===== src/eew_pkg.sv =====
// Package for the two-wire EEPROM target front end
package eew_pkg;
  // ----------------------------------------
  // Device type code, word size and memory address byte count
  // ----------------------------------------
  localparam logic [3:0] EEW_TYPE_CODE = 4'hA;
  localparam int EEW_WORD_BITS = 8;
  localparam int EEW_ADDR_BYTES = 2;
  // ----------------------------------------
  // Timing
  // ----------------------------------------
  localparam int EEW_CLK_HZ = 20000000;
  localparam int EEW_WRITE_MS = 5;
  localparam int EEW_WRITE_CYCLES = EEW_CLK_HZ / 1000 * EEW_WRITE_MS;
  localparam int EEW_GLITCH_NS = 50;
  localparam int EEW_CLK_NS = 50;
  localparam int EEW_GLITCH_CYCLES_RAW = (EEW_GLITCH_NS + EEW_CLK_NS - 1) / EEW_CLK_NS;
  localparam int EEW_GLITCH_CYCLES = (EEW_GLITCH_CYCLES_RAW < 1) ? 1 : EEW_GLITCH_CYCLES_RAW;
  localparam int EEW_SCL_MAX_KHZ = 400;
  // ----------------------------------------
  // Reset values
  // ----------------------------------------
  localparam logic [3:0] EEW_BIT_RESET = 4'h0;
  localparam logic [7:0] EEW_SHIFT_RESET = 8'h00;
endpackage


===== src/eew_target.sv =====
// Two-wire serial target front end of an EEPROM
// Functional notes
// - Sample on clock rise, change after fall
// - Internal write cycle lasts at most 5 ms
// - Data changes only while clock low
// - Data line driven open-drain, low only
// - Select only when code matches straps
// - Unconnected straps read as low
// - Protected: ack addresses, nack data, no write
// - Protect pin high guards whole array
// - Reads ignore the protect pin
// - Unconnected protect pin reads low
// - Start: data falls with clock high
// - Stop: data rises with clock high
// - Stop after write data starts write cycle
// - Eight-bit words, ack on ninth clock
// - Ack every written word unless blocked
// - Read: ack address, next byte on ack
// - Nack then stop ends a read
// - No ack: release line, no more data
// - Address word 1010, A2 A1 A0, direction
// - Eighth bit: zero write, one read
// - Mismatch returns to standby without ack
// - Two memory address bytes, each acked
// - Busy writing: no ack to write address
// - Filter glitches under 50 ns
`timescale 1ns/100ps
module eew_target
  import eew_pkg::*;
#(
  parameter int WRITE_CYCLES = EEW_WRITE_CYCLES
) (
  input wire logic sys_clk,
  input wire logic reset_n,
  input wire logic clk_en,
  input wire logic scl_in,
  input wire logic sda_in,
  output logic sda_out,
  output logic sda_oe,
  input wire logic [2:0] chip_select_straps,
  input wire logic write_protect_pin,
  input wire logic [7:0] read_data,
  output logic read_req,
  output logic [7:0] wr_byte,
  output logic wr_byte_valid,
  output logic [7:0] mem_addr_byte,
  output logic mem_addr_valid,
  output logic write_start,
  output logic write_busy
);
  // ----------------------------------------
  // Reset release
  // ----------------------------------------
  logic rst_s1;
  logic rst_n;
  always_ff @(posedge sys_clk or negedge reset_n) begin
    if (!reset_n) begin
      rst_s1 <= 1'b0;
      rst_n <= 1'b0;
    end else begin
      rst_s1 <= 1'b1;
      rst_n <= rst_s1;
    end
  end
  // ----------------------------------------
  // Input synchronisers and glitch filters
  // ----------------------------------------
  logic [1:0] s1;
  logic [1:0] s2;
  logic [1:0] filt;
  logic [1:0] filt_d;
  logic [1:0] next_filt;
  logic [1:0] cnt [2];
  logic [1:0] next_cnt [2];
  logic [2:0] straps_s1;
  logic [2:0] straps_q;
  logic wp_s1;
  logic wp_q;
  always_comb begin
    for (int i = 0; i < 2; i++) begin
      next_cnt[i] = cnt[i];
      next_filt[i] = filt[i];
      if (s2[i] == filt[i]) begin
        next_cnt[i] = 2'h0;
      end else if (int'(cnt[i]) >= EEW_GLITCH_CYCLES) begin
        next_filt[i] = s2[i];
        next_cnt[i] = 2'h0;
      end else begin
        next_cnt[i] = cnt[i] + 2'h1;
      end
    end
  end
  always_ff @(posedge sys_clk or negedge rst_n) begin
    if (!rst_n) begin
      s1 <= 2'h3;
      s2 <= 2'h3;
      filt <= 2'h3;
      filt_d <= 2'h3;
      cnt[0] <= 2'h0;
      cnt[1] <= 2'h0;
      straps_s1 <= 3'h0;
      straps_q <= 3'h0;
      wp_s1 <= 1'b0;
      wp_q <= 1'b0;
    end else if (clk_en) begin
      s1 <= {sda_in, scl_in};
      s2 <= s1;
      filt <= next_filt;
      filt_d <= filt;
      cnt[0] <= next_cnt[0];
      cnt[1] <= next_cnt[1];
      straps_s1 <= chip_select_straps;
      straps_q <= straps_s1;
      wp_s1 <= write_protect_pin;
      wp_q <= wp_s1;
    end
  end
  logic scl;
  logic sda;
  logic scl_rise;
  logic scl_fall;
  logic start_det;
  logic stop_det;
  assign scl = filt[0];
  assign sda = filt[1];
  assign scl_rise = scl && !filt_d[0];
  assign scl_fall = !scl && filt_d[0];
  assign start_det = scl && filt_d[0] && !sda && filt_d[1];
  assign stop_det = scl && filt_d[0] && sda && !filt_d[1];
  // ----------------------------------------
  // Protocol state machine
  // ----------------------------------------
  typedef enum logic [2:0] {EEW_IDLE, EEW_DEV, EEW_ADDR, EEW_WDATA, EEW_RDATA, EEW_WAIT}
    eew_state_t;
  eew_state_t state;
  eew_state_t next_state;
  logic [3:0] bitn;
  logic [3:0] next_bitn;
  logic [7:0] shift;
  logic [7:0] next_shift;
  logic ack_phase;
  logic next_ack_phase;
  logic drive_low;
  logic next_drive_low;
  logic addr_cnt;
  logic next_addr_cnt;
  logic pend_write;
  logic next_pend_write;
  logic [7:0] next_wr_byte;
  logic next_wr_valid;
  logic [7:0] next_ma_byte;
  logic next_ma_valid;
  logic next_read_req;
  logic next_write_start;
  logic dev_match;
  assign dev_match = (shift[7:4] == EEW_TYPE_CODE) && (shift[3:1] == straps_q);
  always_comb begin
    next_state = state;
    next_bitn = bitn;
    next_shift = shift;
    next_ack_phase = ack_phase;
    next_drive_low = drive_low;
    next_addr_cnt = addr_cnt;
    next_pend_write = pend_write;
    next_wr_byte = wr_byte;
    next_wr_valid = 1'b0;
    next_ma_byte = mem_addr_byte;
    next_ma_valid = 1'b0;
    next_read_req = 1'b0;
    next_write_start = 1'b0;
    if (start_det) begin
      next_state = EEW_DEV;
      next_bitn = EEW_BIT_RESET;
      next_ack_phase = 1'b0;
      next_drive_low = 1'b0;
      next_addr_cnt = 1'b0;
      next_pend_write = 1'b0;
    end else if (stop_det) begin
      next_state = EEW_IDLE;
      next_drive_low = 1'b0;
      next_write_start = pend_write && !write_busy;
      next_pend_write = 1'b0;
    end else if (state != EEW_IDLE && scl_rise && !ack_phase) begin
      if (state == EEW_RDATA) begin
        next_bitn = bitn + 4'h1;
      end else begin
        next_shift = {shift[6:0], sda};
        next_bitn = bitn + 4'h1;
      end
    end else if (state != EEW_IDLE && scl_rise && ack_phase && state == EEW_RDATA) begin
      if (!sda) begin
        next_read_req = 1'b1;
      end else begin
        next_state = EEW_WAIT;
      end
    end else if (state != EEW_IDLE && scl_fall) begin
      if (ack_phase) begin
        next_ack_phase = 1'b0;
        next_bitn = EEW_BIT_RESET;
        next_drive_low = 1'b0;
        if (state == EEW_RDATA) begin
          next_drive_low = !read_data[7];
          next_shift = read_data;
        end
      end else if (bitn == 4'(EEW_WORD_BITS)) begin
        next_ack_phase = 1'b1;
        case (state)
          EEW_DEV: begin
            if (!dev_match || (write_busy && !shift[0])) begin
              next_state = EEW_IDLE;
            end else if (shift[0]) begin
              next_state = EEW_RDATA;
              next_drive_low = 1'b1;
              next_read_req = 1'b1;
            end else begin
              next_state = EEW_ADDR;
              next_addr_cnt = 1'b0;
              next_drive_low = 1'b1;
            end
          end
          EEW_ADDR: begin
            next_drive_low = 1'b1;
            next_ma_byte = shift;
            next_ma_valid = 1'b1;
            if (addr_cnt) begin
              next_state = EEW_WDATA;
            end
            next_addr_cnt = 1'b1;
          end
          EEW_WDATA: begin
            if (wp_q) begin
              next_drive_low = 1'b0;
              next_state = EEW_WAIT;
            end else begin
              next_drive_low = 1'b1;
              next_wr_byte = shift;
              next_wr_valid = 1'b1;
              next_pend_write = 1'b1;
            end
          end
          EEW_RDATA: begin
            next_drive_low = 1'b0;
          end
          default: begin
            next_drive_low = 1'b0;
          end
        endcase
      end else if (state == EEW_RDATA) begin
        next_drive_low = !shift[6];
        next_shift = {shift[6:0], 1'b1};
      end
    end
    if (next_state == EEW_IDLE || next_state == EEW_WAIT) begin
      if (!(state == EEW_WDATA && wp_q && next_ack_phase)) begin
        next_drive_low = next_drive_low && (next_state != EEW_IDLE);
      end
    end
  end
  // ----------------------------------------
  // Write cycle timer
  // ----------------------------------------
  logic [$clog2(WRITE_CYCLES+1)-1:0] wc_cnt;
  logic [$clog2(WRITE_CYCLES+1)-1:0] next_wc_cnt;
  always_comb begin
    next_wc_cnt = wc_cnt;
    if (write_start) begin
      next_wc_cnt = ($clog2(WRITE_CYCLES+1))'(WRITE_CYCLES);
    end else if (wc_cnt != '0) begin
      next_wc_cnt = wc_cnt - 1'b1;
    end
  end
  always_ff @(posedge sys_clk or negedge rst_n) begin
    if (!rst_n) begin
      state <= EEW_IDLE;
      bitn <= EEW_BIT_RESET;
      shift <= EEW_SHIFT_RESET;
      ack_phase <= 1'b0;
      drive_low <= 1'b0;
      addr_cnt <= 1'b0;
      pend_write <= 1'b0;
      wr_byte <= EEW_SHIFT_RESET;
      wr_byte_valid <= 1'b0;
      mem_addr_byte <= EEW_SHIFT_RESET;
      mem_addr_valid <= 1'b0;
      read_req <= 1'b0;
      write_start <= 1'b0;
      wc_cnt <= '0;
    end else if (clk_en) begin
      state <= next_state;
      bitn <= next_bitn;
      shift <= next_shift;
      ack_phase <= next_ack_phase;
      drive_low <= next_drive_low;
      addr_cnt <= next_addr_cnt;
      pend_write <= next_pend_write;
      wr_byte <= next_wr_byte;
      wr_byte_valid <= next_wr_valid;
      mem_addr_byte <= next_ma_byte;
      mem_addr_valid <= next_ma_valid;
      read_req <= next_read_req;
      write_start <= next_write_start;
      wc_cnt <= next_wc_cnt;
    end
  end
  assign write_busy = (wc_cnt != '0);
  assign sda_out = 1'b0;
  assign sda_oe = drive_low;
endmodule


===== config.mk =====
export PLATFORM = sky130hd
export DESIGN_NAME = eew_target
export DESIGN_NICKNAME = d
export VERILOG_FILES = /design/src/eew_pkg.sv /design/src/eew_target.sv
export SDC_FILE = /design/constraint.sdc
export NUM_CORES = 1
export LEC_CHECK = 0
export ABC_AREA = 1
export BUFFER_PORTS_ARGS = -buffer_cell sky130_fd_sc_hd__buf_4
export CAP_MARGIN = 0
export CORE_AREA = 2 2 121 123
export DETAILED_ROUTE_END_ITERATION = 16
export DIE_AREA = 0 0 123 125
export GPL_TIMING_DRIVEN = 0
export PLACE_DENSITY = 0.45
export SYNTH_ARGS = -nofsm -noshare
export SYNTH_HDL_FRONTEND = slang
export SYNTH_SLANG_ARGS = --single-unit
export TNS_END_PERCENT = 10

===== constraint.sdc =====
create_clock -name sys_clk -period 6.3 [get_ports sys_clk]
set_input_delay 1.26 -clock sys_clk [delete_from_list [all_inputs] [get_ports sys_clk]]
set_output_delay 1.26 -clock sys_clk [all_outputs]
set_load 0.005 [all_outputs]

Word level (Yosys, flattened, before mapping):

Cells that the tools add are included.
W data, S select, Z words.

* order comparisons: 2
* reduce and logical (&&, ||, !) cells: 54
* muxes and demuxes: 102
* bitwise logic cells: 8
* add/subtract/negate cells: 4
* eq/ne operators: 24

Operators with widths (count)
* $mux W1: 67
* $mux W8: 8
* $mux W3: 12
* $mux W17: 2
* $mux W4: 6
* $reduce_bool A3 Y1: 8
* $ne A3 B3 Y1 const B: 7
* $reduce_and A10 Y1: 2
* $logic_and A1 B1 Y1: 18
* $reduce_bool A17 Y1: 1
* $sub A17 B1 Y17 const B: 1
* $reduce_and A8 Y1: 2
* $ne A2 B2 Y1 const B: 6
* $logic_not A1 Y1: 10
* $reduce_bool A2 Y1: 5
* $pmux W3 S3: 1
* $reduce_and A9 Y1: 1
* $eq A4 B4 Y1 const B: 2
* $mux W2: 4
* $not A1 Y1: 8
* $eq A3 B2 Y1 const B: 2
* $eq A3 B3 Y1 const B: 2
* $reduce_and A3 Y1: 2
* $reduce_and A5 Y1: 1
* other kinds (12): 16

* logic and storage cells: 221
* output and inout port bits: 23
* bits in registers: 78

Depth between registers and ports, before layout:

* word-level depth: 17
* mapped depth: 16
* gate-level depth less buffers: 16

Worst setup path after synthesis:

Ideal clock, no wire load.

* path type: reg-to-output
* from: register wc_cnt[0]
* to: output write_busy
* required time: 5040 ps
* arrival time: 1087 ps
* stages on the path, launching flop included: 8
* slack: 3953 ps
* buffers on the path: 0
* path through: dfrtp_1 -> inv_1 -> ha_1 -> nand2_1 -> nor2_1 -> nand2_2 -> nor2_4 -> inv_1

* longest elaborated chain between the ends: 1

Ends and longest elaborated chain
* from (decl): line eew_target.sv:262 `logic [$clog2(WRITE_CYCLES+1)-1:0] wc_cnt;`
* from (signal assigned): line eew_target.sv:302 `wc_cnt <= next_wc_cnt;`
* $reduce_bool A17 Y1: line eew_target.sv:305 `assign write_busy = (wc_cnt != '0);`
* to (decl): line eew_target.sv:49 `output logic write_busy`

No other way between the ends.

Worst setup path after layout:

Ends and elaborated chain as after synthesis.

==> metrics.txt <==
WL per Instance=roughly 14 um; post_cts resized=0; critical path capture point type=output pin; Final WS setup=3292 ps; core area=about 0.014 mm^2; Req. time, crit path=5040 ps; Hold Buf Count CTS=0; adder-cell share of the synthesized area=2.437%; largest net degree at the start of global routing=between 40 and 50; simple-gate share of the synthesized area=26.47%; Avg Inst Size Synth=8.265 um^2; DRC viols=0; post-route cell area=about 0.0049 mm^2; Min-Delay Path Class=flip-flop to asynchronous set/reset pin; pre-CTS setup slack=about 3600 ps; Crit path largest cell delay=380 ps; Setup Viol. Count Final=0; H-tree Lvls=3; DR vias/cell=4.628; Critical Path Most Common Cell=inv_1; Post-CTS Setup Bufs=0; status=finished clean; DRT Pass-1 Iters=6; Layout Cells excl Fill=736; Die X=between 100 and 150 um; initial antenna violation count=0; GRT Total Usage=approximately 14%; xor and xnor area share after synthesis=under 10%; global route overflow=0; clock root buffer=clkbuf_16; Initial Util=28.92%; clock buffers created by TritonCTS=9; GP Congestion=0.7973; Final Util=34.56%; Slew Limit Fails=0; CP Launch Type=flip-flop; Rows=44; Mapped Area=0.004108 mm^2; Post-DRT Antenna Nets=0; Final TNS setup=0 ps; Area contributors post-synth=dfrtp_1 (43%), nand2_1 (12%), dfstp_2 (5.1%); Least-Margin Pin Slew=604.6 ps; max_slew headroom=59.69%; TritonCTS sink count=78; WS Path Type=flip-flop to output pin; I/O pin total=40; Ys Warns=0; reg-to-reg slack, setup=4280 ps; post-synthesis sequential area ratio=47.76%; cell taking the most area after synthesis=dfrtp_1; vias in the first global route=3410; Port Buf Inserts=38; Power Dens Cells=378.4 mW/mm^2; ys async rst share=100.0%; area delta synth->final=19.49%; die height=125 um; Clock Latency Late Sink=340 ps; post-synth top area share=42.64%; unrepaired setup endpoints after global routing=false; main combinational cell family by area after synthesis=simple AND/OR/NAND/NOR gates; Placement Cell Area=0.004647 mm^2; via count=3406; Mapped Nets=522; proportion of synthesized area in mux cells=0%; most instantiated cells after synthesis=nand2_1 (126), dfrtp_1 (70), inv_1 (46), nor2_1 (31), o21ai_0 (27); post-synth cell types=42; Worst Path Max Fanout=5; static leakage=2.283 nW; max cap viols=0; Post-synth EDFFs=0; FMAX=around 330 MHz; worst vdd ir=0.1825 mV; Worst-path clk slew=60 ps; top-count cell post-synth=nand2_1; top_reg_cell synth=dfrtp_1; Cells after Synth=about 500; Inst Count DP=720; CP Data Arrival Time=1750 ps; global-route wire length before repair=between 15 and 20 mm; share of layout cells above drive strength 1=23.55%; nets=572; die area=0.01538 mm^2; Min Clock Period, post-route=3008 ps; Final Cycle Share=47.74%; critical-path cell list=inv_1 > ha_1 > nand2_1 > nor2_1 > nand2_2 > nor2_4 > inv_1 > buf_4; 1st-iter DRT viols=between 150 and 200; Final Skew=around 6 ps; Yosys reg bits=about 80; Post-DP HPWL=7.427 mm; post-synthesis compound-gate area fraction=~14%; diode count=0; Slowest cell on crit path=dfrtp_1; TritonCTS clock tree=built; final hold viol count=0; clk buf depth=2; Post-Route WL=9.948 mm
## layout make-up
| cell class | instances | area [um^2] |
|---|---|---|
| clock buffers | 12 | 236.5 |
| repair buffers | 39 | 305.3 |
| inverters | 64 | 242.7 |
| fillers | 1525 | 9295 |
| flip-flops and latches | 78 | 1966 |
| well taps | 184 | 230.2 |
| multi-input cells | 341 | 1832 |
| plain buffers | 14 | 71.32 |
| clock inverters | 4 | 25.02 |
## sequential cells by signal, summed over array words and instances (netlist names), 2 cells and up
name,count
wc_cnt,17
mem_addr_byte,8
shift,8
wr_byte,8
bitn,4
cnt,4
state,3
straps_q,3
straps_s1,3
filt,2
filt_d,2
s1,2
s2,2
## per-stage QoR
stage	hold WS (ps)	power [W]
finish	340.0	0.001858
global route	369.7	0.002017
CTS	357.6	0.001888
detailed placement	339.6	0.001405
global placement	339.1	0.001391
floorplan	331.2	0.001233
## metal layers
layer / routed length [um] / share of wire (%) / GRT usage, %
met2: 4884 / 49 / 23.11
met4: 189 / 1.9 / 5.949
met5: 0 / 0 / 0
met1: 4518 / 45 / 18.28
met3: 356 / 3.6 / 3.376
## worst max-delay path, delay by kind of cell, from the launching register on
family | cells | cell delay, ps
adders and majority gates | 1 | 210
DFF | 1 | 380
buffers and inverters | 3 | 370
and+or+nand+nor | 4 | 450
## worst paths after layout
| path | from | endpoint | cells after the start |
|---|---|---|---|
| setup / recovery | wc_cnt[0] | write_busy | 8 |
| hold / removal | rst_n | straps_q[2] | 0 |
| setup reg to reg | bitn[0] | wr_byte[3] | 9 |
| hold reg to reg | rst_n | straps_q[2] | 0 |
| max in group asynchronous | rst_n | filt[0] | 1 |
| min in group sys_clk | rst_s1 | rst_n | 0 |
## layout by cell type (no fill, tap or decap), types with 2 or more instances in the layout
cell and count:
nand3_1 18, buf_2 6, dfrtp_1 69, ha_1 8, inv_1 46, o21ai_2 3
buf_4 39, nand2_1 126, conb_1 2, dfstp_2 8, nor4_1 3, nand2_4 5
xnor2_1 5, a21oi_1 14, inv_2 15, nand2_2 12, nor3_4 2, nor2_2 9
nand4_1 4, nor3_1 4, clkinvlp_4 2, o21ai_1 26, xor2_1 4, clkbuf_1 8
nor2_4 6, clkinv_2 2, o211ai_2 2, clkinv_1 2, o211ai_1 6, a31oi_1 3
clkbuf_16 9, o31ai_1 6, o21ai_0 27, nor3_2 3, nor2_1 31, o22ai_1 6
## power breakdown
part	switching, W	internal, W	leakage [nW]
logic	0.000413	0.000223	1.17
registers	0.000118	0.000633	0.995
clock network	0.000205	0.000266	0.123
total	0.000736	0.00112	2.28
## cell families (layout without fill, tap and decap cells)
| kind of cell | after synthesis | after routing |
|---|---|---|
| xor+xnor | 9 | 9 |
| simple gates | 226 | 226 |
| other cells | 2 | 2 |
| buf+inv | 78 | 133 |
| flops | 78 | 78 |
| compound gates | 96 | 96 |
| fa+ha+maj | 8 | 8 |
Power figures use the tool's default switching activity.
